**config.mk**
```make
export PLATFORM = sky130hd
export DESIGN_NAME = dopc_regs
export DESIGN_NICKNAME = d
export VERILOG_FILES = /design/src/hdl/dopc_regs.v
export VERILOG_INCLUDE_DIRS = /design/src /design/src/hdl
export SDC_FILE = /design/constraint.sdc
export NUM_CORES = 1
export LEC_CHECK = 0
export ABC_AREA = 1
export BUFFER_PORTS_ARGS = -buffer_cell sky130_fd_sc_hd__buf_2
export CAP_MARGIN = 30
export CELL_PAD_IN_SITES_DETAIL_PLACEMENT = 1
export CELL_PAD_IN_SITES_GLOBAL_PLACEMENT = 1
export CORE_ASPECT_RATIO = 1.5
export CORE_MARGIN = 1
export CORE_UTILIZATION = 41
export CTS_CLUSTER_DIAMETER = 80
export CTS_CLUSTER_SIZE = 14
export DETAILED_ROUTE_END_ITERATION = 12
export GPL_TIMING_DRIVEN = 0
export PLACE_DENSITY = 0.83
export SETUP_SLACK_MARGIN = 0.3
export SLEW_MARGIN = 20
export SYNTH_ARGS = -nofsm -noshare
export SYNTH_HDL_FRONTEND = slang
export SYNTH_SLANG_ARGS = --single-unit
```
**constraint.sdc**
```tcl
create_clock -name ref_clk -period 1.7 [get_ports ref_clk]
set_input_delay 0.17 -clock ref_clk [delete_from_list [all_inputs] [get_ports ref_clk]]
set_output_delay 0.17 -clock ref_clk [all_outputs]
set_load 0.02 [all_outputs]
```
**src/hdl/dopc_consts.vh**
```
// Register map constants for the offset and power configuration slice
`ifndef DOPC_CONSTS_VH
`define DOPC_CONSTS_VH
`define DOPC_ADDR_OFS_A_LO     5'h14
`define DOPC_ADDR_OFS_B_LO     5'h15
`define DOPC_ADDR_OFS_A_UP     5'h16
`define DOPC_ADDR_OFS_B_UP     5'h17
`define DOPC_ADDR_PWR          5'h18
`define DOPC_ADDR_REF          5'h19
`define DOPC_ADDR_FAC_A        5'h1a
`define DOPC_ADDR_FAC_B        5'h1b
`define DOPC_ADDR_FAC_C        5'h1c
`define DOPC_RST_ZERO          8'h00
`define DOPC_RST_PWR           8'h83
`define DOPC_BIT_FOUR_WIRE     2
`define DOPC_BIT_CLKP_SLEEP_A  1
`define DOPC_BIT_CLKP_SLEEP_B  0
`define DOPC_BIT_TSENSE        7
`define DOPC_BIT_RECV_SLEEP    6
`define DOPC_BIT_SLEEP_B       3
`define DOPC_BIT_SLEEP_A       2
`define DOPC_BIT_EXTREF        2
`define DOPC_OFS_UP_MSB        7
`define DOPC_OFS_UP_LSB        3
`endif

```
**src/hdl/dopc_regs.v**
```verilog
// Offset, serial mode and power configuration register slice
//
// Behaviour
// [RL1] Channel A upper offset in 0x16[7:3]
// [RL2] Channel B upper offset in 0x17[7:3]
// [RL3] Bit 0x17[2] selects four-pin serial
// [RL4] Four-pin mode: readback pin output only
// [RL5] Bit 0x17[1] sleeps channel A clockpath
// [RL6] Bit 0x17[0] sleeps channel B clockpath
// [RL7] Host keeps clock running unless powering down
// [RL8] Bit 0x18[7] powers temperature sensor
// [RL9] Bit 0x18[6] sleeps clock/strobe receivers
// [RL10] Bit 0x18[3] sleeps channel B converter
// [RL11] Bit 0x18[2] sleeps channel A converter
// [RL12] Register 0x18 resets to 0x83
// [RL13] Bit 0x19[2] selects external reference
// [RL14] Registers 0x1A, 0x1B factory storage
// [RL15] Thirteen-bit offsets from low and upper
// [RL16] Channel A low write loads all offsets
// [RL17] Host writes channel A low last
// [RL18] Reads return last written value
`timescale 1ns/1ps
`include "dopc_consts.vh"
module dopc_regs
#(
   parameter ADDR_W = 5,
   parameter OFS_W  = 13
)
(
   ref_clk,
   resetn,
   wr_en,
   rd_en,
   addr,
   wdata,
   rdata,
   rd_hit,
   offset_a,
   offset_b,
   four_wire_select,
   readback_dedicated,
   clkpath_sleep_a,
   clkpath_sleep_b,
   tsense_enable,
   recv_sleep,
   conv_sleep_a,
   conv_sleep_b,
   extref_select
);
   input  wire              ref_clk;
   input  wire              resetn;
   input  wire              wr_en;
   input  wire              rd_en;
   input  wire [ADDR_W-1:0] addr;
   input  wire [7:0]        wdata;
   output reg  [7:0]        rdata;
   output reg               rd_hit;
   output reg  [OFS_W-1:0]  offset_a;
   output reg  [OFS_W-1:0]  offset_b;
   output reg               four_wire_select;
   output reg               readback_dedicated;
   output reg               clkpath_sleep_a;
   output reg               clkpath_sleep_b;
   output reg               tsense_enable;
   output reg               recv_sleep;
   output reg               conv_sleep_a;
   output reg               conv_sleep_b;
   output reg               extref_select;

   ////////////////////////////////////////////////////////////////////////
   // Register storage
   reg  [7:0] ofs_a_lo_ff;
   reg  [7:0] ofs_b_lo_ff;
   reg  [7:0] ofs_a_up_ff;
   reg  [7:0] ofs_b_up_ff;
   reg  [7:0] pwr_ff;
   reg  [7:0] ref_ff;
   reg  [7:0] fac_a_ff;
   reg  [7:0] fac_b_ff;
   reg  [7:0] fac_c_ff;
   reg  [7:0] nxt_rdata;
   reg        nxt_hit;

   // Address match
   function hit;
      input [ADDR_W-1:0] a;
      input [ADDR_W-1:0] b;
      begin
         hit = (a == b);
      end
   endfunction

   ////////////////////////////////////////////////////////////////////////
   // Register writes
   always @(posedge ref_clk)
   begin
      if (!resetn)
      begin
         ofs_a_lo_ff <= `DOPC_RST_ZERO;
         ofs_b_lo_ff <= `DOPC_RST_ZERO;
         // [RL1] Upper A zero
         ofs_a_up_ff <= `DOPC_RST_ZERO;
         // [RL2] Upper B zero
         ofs_b_up_ff <= `DOPC_RST_ZERO;
         // [RL12] Power reset value
         pwr_ff      <= `DOPC_RST_PWR;
         ref_ff      <= `DOPC_RST_ZERO;
         // [RL14] Factory storage reset
         fac_a_ff    <= `DOPC_RST_ZERO;
         fac_b_ff    <= `DOPC_RST_ZERO;
         fac_c_ff    <= `DOPC_RST_ZERO;
      end
      else if (wr_en)
      begin
         // [RL18] Full byte stored
         if (hit(addr, `DOPC_ADDR_OFS_A_LO))
            ofs_a_lo_ff <= wdata;
         else if (hit(addr, `DOPC_ADDR_OFS_B_LO))
            ofs_b_lo_ff <= wdata;
         else if (hit(addr, `DOPC_ADDR_OFS_A_UP))
            ofs_a_up_ff <= wdata;
         else if (hit(addr, `DOPC_ADDR_OFS_B_UP))
            ofs_b_up_ff <= wdata;
         else if (hit(addr, `DOPC_ADDR_PWR))
            pwr_ff <= wdata;
         else if (hit(addr, `DOPC_ADDR_REF))
            ref_ff <= wdata;
         else if (hit(addr, `DOPC_ADDR_FAC_A))
            fac_a_ff <= wdata;
         else if (hit(addr, `DOPC_ADDR_FAC_B))
            fac_b_ff <= wdata;
         else if (hit(addr, `DOPC_ADDR_FAC_C))
            fac_c_ff <= wdata;
      end
   end

   ////////////////////////////////////////////////////////////////////////
   // Readback
   always @*
   begin
      nxt_rdata = `DOPC_RST_ZERO;
      nxt_hit   = 1'b1;
      if (hit(addr, `DOPC_ADDR_OFS_A_LO))
         nxt_rdata = ofs_a_lo_ff;
      else if (hit(addr, `DOPC_ADDR_OFS_B_LO))
         nxt_rdata = ofs_b_lo_ff;
      else if (hit(addr, `DOPC_ADDR_OFS_A_UP))
         nxt_rdata = ofs_a_up_ff;
      else if (hit(addr, `DOPC_ADDR_OFS_B_UP))
         nxt_rdata = ofs_b_up_ff;
      else if (hit(addr, `DOPC_ADDR_PWR))
         nxt_rdata = pwr_ff;
      else if (hit(addr, `DOPC_ADDR_REF))
         nxt_rdata = ref_ff;
      else if (hit(addr, `DOPC_ADDR_FAC_A))
         nxt_rdata = fac_a_ff;
      else if (hit(addr, `DOPC_ADDR_FAC_B))
         nxt_rdata = fac_b_ff;
      else if (hit(addr, `DOPC_ADDR_FAC_C))
         nxt_rdata = fac_c_ff;
      else
         nxt_hit = 1'b0;
   end

   always @(posedge ref_clk)
   begin
      if (!resetn)
      begin
         rdata  <= 8'h00;
         rd_hit <= 1'b0;
      end
      else if (rd_en)
      begin
         // [RL18] Return stored byte
         rdata  <= nxt_rdata;
         rd_hit <= nxt_hit;
      end
   end

   ////////////////////////////////////////////////////////////////////////
   // Offset block load
   always @(posedge ref_clk)
   begin
      if (!resetn)
      begin
         offset_a <= {OFS_W{1'b0}};
         offset_b <= {OFS_W{1'b0}};
      end
      // [RL16] Autosync on A low
      else if (wr_en && hit(addr, `DOPC_ADDR_OFS_A_LO))
      begin
         // [RL15] Join upper and low
         offset_a <= {ofs_a_up_ff[`DOPC_OFS_UP_MSB:`DOPC_OFS_UP_LSB], wdata};
         offset_b <= {ofs_b_up_ff[`DOPC_OFS_UP_MSB:`DOPC_OFS_UP_LSB], ofs_b_lo_ff};
      end
   end

   ////////////////////////////////////////////////////////////////////////
   // Control outputs
   always @(posedge ref_clk)
   begin
      if (!resetn)
      begin
         four_wire_select   <= 1'b0;
         readback_dedicated <= 1'b0;
         clkpath_sleep_a    <= 1'b0;
         clkpath_sleep_b    <= 1'b0;
         tsense_enable      <= 1'b1;
         recv_sleep         <= 1'b0;
         conv_sleep_a       <= 1'b0;
         conv_sleep_b       <= 1'b0;
         extref_select      <= 1'b0;
      end
      else
      begin
         // [RL3] Serial pin mode
         four_wire_select   <= ofs_b_up_ff[`DOPC_BIT_FOUR_WIRE];
         // [RL4] Readback pin dedicated
         readback_dedicated <= ofs_b_up_ff[`DOPC_BIT_FOUR_WIRE];
         // [RL5] Clock path A sleep
         clkpath_sleep_a    <= ofs_b_up_ff[`DOPC_BIT_CLKP_SLEEP_A];
         // [RL6] Clock path B sleep
         clkpath_sleep_b    <= ofs_b_up_ff[`DOPC_BIT_CLKP_SLEEP_B];
         // [RL8] Temperature sensor power
         tsense_enable      <= pwr_ff[`DOPC_BIT_TSENSE];
         // [RL9] Receiver sleep
         recv_sleep         <= pwr_ff[`DOPC_BIT_RECV_SLEEP];
         // [RL11] Converter A sleep
         conv_sleep_a       <= pwr_ff[`DOPC_BIT_SLEEP_A];
         // [RL10] Converter B sleep
         conv_sleep_b       <= pwr_ff[`DOPC_BIT_SLEEP_B];
         // [RL13] Reference source
         extref_select      <= ref_ff[`DOPC_BIT_EXTREF];
      end
   end
endmodule

```
**After elaboration in Yosys (flattened, before gate mapping)**

Index checks and enable logic that the tools add are counted.

- Register bits: 115
- Bits of input ports: 17
- Output and inout bits: 44
- Logic and storage cells: 66

- Equal/unequal tests: 9
- Mux-type cells: 18
- Bitwise gates (word level): 8
- Reduce and logical (&&, ||, !) cells: 10

Operator list:

| operator | count |
|---|---|
| 2-to-1 mux 8 bit | 9 |
| == test 5 bit, second input constant | 9 |
| AND reduction 10 bit | 1 |
| 2-to-1 mux 1 bit | 9 |
| AND reduction 9 bit | 1 |
| NOT 1 bit | 8 |
| AND reduction 8 bit | 1 |
| AND reduction 7 bit | 1 |
| AND reduction 6 bit | 1 |
| AND reduction 5 bit | 1 |
| AND reduction 4 bit | 1 |
| AND reduction 3 bit | 1 |
| AND reduction 2 bit | 1 |
| logical AND 1 bit | 1 |

**Logic depth before layout (Yosys ltp)**

Gate-level depths: netlist (run 1).

- Word-level depth: 10
- Gate-level depth with buffers: 12
- Mapped depth without buffers: 12

**Least setup slack after synthesis (run 1)**

No wires, ideal clock.

- Path kind: input -> register
- Start point: input addr[4]
- End point: register fac_a_ff[0]
- Setup time: 0.116 ns
- Arrival: 1.257 ns
- Required time: 1.584 ns
- Setup slack: 0.327 ns
- Stages on the path: 8
- Buffers on the path: 1
- Cell sequence: buf_4 inv_2 nor3_2 inv_1 nor2_4 inv_1 nor2_1 nor2_1

- Longest elaborated chain between the ends: 3
- Elaborated cells on any way between the ends: 14
- Classes of those cells: eq/ne (7); bitwise (6); reduce/logical (1)

RTL lines:

| element | line | RTL |
|---|---|---|
| from (decl) | dopc_regs.v:54 | `input wire [ADDR_W-1:0] addr;` |
| == test 5 bit | dopc_regs.v:89 | `hit = (a == b);` |
| NOT 1 bit (no source line) | -- |  |
| AND reduction 8 bit (no source line) * | -- |  |
| to (signal assigned) | dopc_regs.v:109 | `` fac_a_ff <= `DOPC_RST_ZERO; `` |
| to (signal assigned) | dopc_regs.v:129 | `fac_a_ff <= wdata;` |
| to (decl) | dopc_regs.v:78 | `reg [7:0] fac_a_ff;` |

Mark *: on every way between the ends. The rest lies on a longest branch, timed or not.
A chain may end at the register's enable or synchronous reset.

**Worst setup path after layout (run 1)**

- Start point: input addr[3]
- End point: register ref_ff[7]

- Longest elaborated chain between the ends: 3
- Elaborated cells on any way between the ends: 12
- Classes of those cells: eq/ne (6); bitwise (5); reduce/logical (1)

RTL lines:

| element | line | RTL |
|---|---|---|
| == test 5 bit | dopc_regs.v:89 |  |
| NOT 1 bit (no source line) | -- |  |
| AND reduction 7 bit (no source line) * | -- |  |
| to (signal assigned) | dopc_regs.v:107 | `` ref_ff <= `DOPC_RST_ZERO; `` |
| to (signal assigned) | dopc_regs.v:127 | `ref_ff <= wdata;` |
| to (decl) | dopc_regs.v:77 | `reg [7:0] ref_ff;` |

Marked as above.

==> impl_metrics.toml, run 1 <==
[finish]
drive_gt1_share_pct = 17.3
antenna_cells = 0
area_growth_pct = 20.9
fin_area_sq_um = 5420
finalNetCount = 734

[yosys]
yosysUniqueCellTypes = 25
synth_common_cells = "nor2_1, nand2_1, dfxtp_1"
synth_top_cell_by_area = "dfxtp_1"
synth_top_area_share_pct = 47.8
synth-main-ff-cell = "dfxtp_1"
synthArstFlopShare_pct = 0
avgSynthCellArea_sq_um = 7.03
syn_nets = 654
ys_warn_count = 0
ys_seq_area_share_pct = 47.8
yosysMostFrequentCell = "nor2_1"
synth_area_sq_um = 4480
synthTopCellsByArea = "dfxtp_1, nor2_1, nand2_1"
synth_edf_count = 0
synth-seq-cells = 107
netlist_instances = 637

[detailed_routing]
wl_mm = 15.5
drc = 0
first_pass_iters = 4
routedWlPerCell_microns = 17.9
first_iter_violations = 265
vias = 4581
viasPerCell = 5.29
ant_nets = 0

[clocking]
cts_tree = "built"
cts_hold_buffers = 0
path_clk_slew_ns = 0.07
cts_sinks = 107
cts_root_buffer = "clkbuf_16"
clk_path_buf_depth = 2
numCtsBuffers = 9
htree_num_levels = 3
clkLatencyLatePin_ns = 0.35

[pwr]
clockPowerShare_pct = 40.5
comb_power_share_pct = 7.1
power_density_nw_per_um2 = 899
p_int_mw = 3.62
peakVddDrop_uv = 485
switching_share_pct = 25.6
p_switching_mw = 1.25
p_seq_share_pct = 52.4
power_leakage_nw = 2.44

[grt]
grt_pass1_vias = 4631
grtUsageTotal_pct = 28.2
grt_pass1_wl_mm = 23.7
grt_max_degree = 18
grt_overflow = 0
antenna_found_initial = 0

[sta]
setup_viol = 0
max_clock_freq_mhz = 707
finalHoldViolations = 0
finalClockSkew_ns = 0.00485
period_share_pct = 83.2
post-route-min-period_ns = 1.41
drv_slew = 0
slew_headroom_pct = 49.3
rsz0062_at_grt = "true"
worst-slew-pin-transition_ns = 0.760
finalSetupTns_ns = 0

[die]
placementRows = 46
initial_utilization_pct = 42.3
ios = 61
die_h_microns = 130
die_x_microns = 87.4
dieArea_sq_um = 11400
design.core.area_sq_um = 10600

[setup_path]
crit_buf_inv = 4
crit_chain = "buf_2 -> inv_1 -> nor2_2 -> nand4_1 -> buf_4 -> nor2_2 -> inv_2 -> o21ai_0 -> a21oi_1"
crit_required_ns = 1.95
slowest_stage = "nor2_2"
path_delay_family = "simple AND/OR/NAND/NOR gates"
crit_type = "in -> reg"
cp.arrival_ns = 1.66
cp-end-kind = "register"
critical-path-max-stage-delay_ns = 0.29
cp-start-kind = "primary input"
crit_path_frequent_cell = "nor2_2"
critPathMaxFanout = 9

[place]
portBuffers = 50
hpwl_mm = 10.9
finalWeightedCongestion = 0.886
dpl_cell_area_sq_um = 4910

[run]
cap_violations = 0

[min_path]
hp-class = "in -> reg"

[outcome]
status = "finished, final reports clean"
## worst reg2reg max path, stage by stage, from the launching register on
cell and delay (ns):
dfxtp_1 0.32, o211ai_1 0.34, nand3_1 0.12, nand2_1 0.08, nand2_1 0.08, nand2_1 0.07
a21oi_1 0.05
## power groups by stage
stage	clock network [mW]	logic [mW]	registers (mW)
after floorplan	0	0.177	2.62
after global placement	0	0.297	2.61
after detailed placement	0	0.308	2.61
after CTS	1.98	0.319	2.55
after global routing	2.10	0.376	2.56
final	1.97	0.348	2.55
## kinds of logic (layout without fill, tap and decap cells)
group / count (synthesis) / count (layout) / synth area share (%)
and+or+nand+nor: 297 / 297 / 28.0
AOI/OAI and AO/OA: 145 / 145 / 16.4
buffers and inverters: 88 / 173 / 7.82
DFF: 107 / 107 / 47.8
## cell usage in the layout, fill, tap and decap left out, types with 17 or more instances in the layout
| master | instances |
|---|---|
| nand3_1 | 41 |
| dfxtp_1 | 107 |
| buf_4 | 17 |
| nand2_1 | 108 |
| nor2_1 | 119 |
| clkbuf_1 | 22 |
| inv_1 | 42 |
| a21oi_1 | 59 |
| buf_2 | 54 |
| o21ai_0 | 74 |
## final timing paths
| check | slack, ns | to | cells after the start | start |
|---|---|---|---|---|
| setup / recovery | 0.29 | ref_ff[7] | 9 | addr[3] |
| hold / removal | 0.20 | rdata[0] | 5 | rd_en |
| setup reg to reg | 0.49 | rdata[1] | 6 | pwr_ff[1] |
| hold reg to reg | 0.44 | conv_sleep_a | 2 | pwr_ff[2] |
## metrics by stage
stage	utilization (%)	setup WS, ns	instances	power (mW)	hold slack (ns)
after floorplan	-	0.327	637	2.80	0.352
after global placement	46.4	-0.148	831	2.91	0.416
after detailed placement	46.4	-0.238	831	2.92	0.426
after CTS	49.5	0.296	851	4.86	0.181
after global routing	51.2	0.185	866	5.03	0.201
final	51.2	0.286	866	4.87	0.199
## state kept, by name (all words and copies together) (netlist names), 6 cells and up
| signal | cells |
|---|---|
| fac_a_ff | 8 |
| ref_ff | 8 |
| offset_a | 6 |
| rdata | 8 |
| ofs_a_lo_ff | 7 |
| fac_c_ff | 8 |
| offset_b | 13 |
| ofs_b_up_ff | 8 |
| ofs_b_lo_ff | 8 |
| fac_b_ff | 8 |
| ofs_a_up_ff | 8 |
| pwr_ff | 8 |
## area by class of cell
class,count,area [sq um]
buffer,34,151
sequential,107,2140
clock buffer,11,233
multi-input combinational,442,2050
tap,144,180
inverter,54,210
timing repair inverter,1,7.51
fill,1423,5170
timing repair buffer,68,408
clock inverter,5,37.5
## per-layer routing
metal | vias to the layer above | track usage (%) | share of wire, %
met5 | - | 0 | 0
met4 | 0 | 21.5 | 6.6
met3 | 56 | 4.11 | 3.6
met2 | 126 | 49.2 | 51
met1 | 2183 | 30.3 | 39
li1 | 2216 | - | -
## what timing repair did
| action | CTS | global route |
|---|---|---|
| gates resized for setup | 7 | 25 |
| buffers inserted | 4 | 14 |
| cloned | 0 | 1 |
| pin swaps | 1 | 4 |
| endpoints found under the setup margin | 17 | 71 |
(Power assumes the default switching activity.)
==> run 2: changes to the inputs <==
==> constraint.sdc (replaced) <==
create_clock -name ref_clk -period 1.4 [get_ports ref_clk]
set_input_delay 0.14 -clock ref_clk [delete_from_list [all_inputs] [get_ports ref_clk]]
set_output_delay 0.14 -clock ref_clk [all_outputs]
set_load 0.02 [all_outputs]
==> impl_metrics.toml, run 2 (same netlist as run 1, synthesis figures left out) <==
[clocking]
clk_path_buf_depth = 2
cts_root_buffer = "clkbuf_16"
htree_num_levels = 3
cts_hold_buffers = 0
numCtsBuffers = 9
cts_tree = "built"
cts_sinks = 107
clkLatencyLatePin_ns = 0.36
path_clk_slew_ns = 0.07

[detailed_routing]
first_pass_iters = 5
viasPerCell = 5.76
first_iter_violations = 308
ant_nets = 0
routedWlPerCell_microns = 21.8
wl_mm = 19.2
drc = 0
vias = 5089

[finish]
instances_no_fill = 884
final_cell_mix = "dfxtp_1, nor2_1, nand2_1"
fillerInstances = 1346
top_register = "offset_b"
final_common_cell = "dfxtp_1"
finalNetCount = 752
drive_gt1_share_pct = 33.1
largest_register_ffs = 13
area_growth_pct = 37.9
antenna_cells = 0

[die]
ios = 61
design.core.area_sq_um = 10600
die_x_microns = 87.4
dieArea_sq_um = 11400
initial_utilization_pct = 42.3
die_h_microns = 130
placementRows = 46

[grt]
grt_pass1_wl_mm = 25.4
grt_pass1_vias = 4840
grt_max_degree = 17
grtUsageTotal_pct = 30.4
grt_overflow = 0
antenna_found_initial = 0

[pwr]
power_leakage_nw = 2.68
power_density_nw_per_um2 = 989
peakVddDrop_uv = 647
power_mw = 6.11

[sta]
rsz0062_at_grt = "true"
worst-slew-pin-transition_ns = 0.874
whs_ns = 0.144
finalClockSkew_ns = 0.0120
drv_slew = 0
period_share_pct = 94.3
post-route-min-period_ns = 1.32
slew_headroom_pct = 41.7
setup_viol = 0
layout_setup_ws_ns = 0.0793
finalSetupTns_ns = 0
max_clock_freq_mhz = 757
finalHoldViolations = 0

[min_path]
worstHoldStart = "wr_en"
hp-class = "in -> reg"
worstHoldPathCells = 3
hold-path-endpoint = "ofs_a_lo_ff[4]"

[place]
dp.cells = 831
hpwl_mm = 10.8
portBuffers = 50
finalWeightedCongestion = 0.949
dpl_worst_slack_ns = -0.438

[setup_path]
cp-start-kind = "register"
crit_type = "reg -> reg"
ff2ff_path_depth = 6
rrSetupSlack_ns = 0.08
cp-end-kind = "register"
r2r_start = "pwr_ff[1]"
timing.rr.end = "rdata[1]"
crit_required_ns = 1.62
critPathMaxFanout = 2
cp.arrival_ns = 1.54

[run]
cap_violations = 0

[outcome]
status = "finished, final reports clean"
## run 2: what timing repair did
| item | CTS | global route |
|---|---|---|
| buffers inserted | 20 | 13 |
| cloned | 2 | 2 |
| endpoints found under the setup margin | 75 | 83 |
| resized for setup | 84 | 152 |
| pin swaps | 31 | 53 |
## run 2: cell type report
| cell class | count | area [sq um] | area share [%] |
|---|---|---|---|
| clock inverter | 3 | 25.0 | 0.405 |
| timing repair buffer | 86 | 684 | 11.1 |
| multi-input combinational | 443 | 2430 | 39.4 |
| sequential | 107 | 2150 | 34.8 |
| clock buffer | 13 | 240 | 3.89 |
| buffer | 34 | 193 | 3.12 |
| tap | 144 | 180 | 2.92 |
| inverter | 54 | 272 | 4.39 |
## run 2: critical path, stage by stage (launching register included)
cell and delay [ns]:
dfxtp_2 0.34, o211ai_1 0.35, nand3_1 0.17, nand2_1 0.15, nand2_2 0.07, nand2_1 0.06
a21oi_1 0.05
## run 2: how the worst max path moves through the flow
stage / startpoint / end / slack, ns / depth (start not counted)
2_1_floorplan: addr[4] / ofs_b_up_ff[0] / 0.13 / 10
3_5_place_dp: addr[2] / rdata[0] / -0.44 / 11
3_3_place_gp: addr[2] / rdata[1] / -0.42 / 11
4_1_cts: ofs_b_up_ff[0] / rdata[0] / 0.22 / 8
6_report: pwr_ff[1] / rdata[1] / 0.08 / 6
5_1_grt: fac_c_ff[1] / rdata[1] / 0.02 / 8
## run 2: through the flow
| step | instance area [sq um] | utilization (%) |
|---|---|---|
| after global routing | 6180 | 58.4 |
| final | 6180 | 58.4 |
| after CTS | 5670 | 53.5 |
| after floorplan | 4530 | - |
| after detailed placement | 4960 | 46.8 |
| after global placement | 4960 | 46.8 |
## run 2: layer usage
metal	share of wire (%)	track usage (%)	routed length, microns
met5	0	0	0
met4	7.7	24.3	1490
met1	35	32.3	6810
met2	52	53.3	10000
met3	4.8	4.17	919
## run 2: report_power, final
group	leakage [nW]	internal, mW	switching, mW
combinational	1.69	0.184	0.413
sequential	0.866	3.08	0.0256
clock	0.124	1.22	1.19
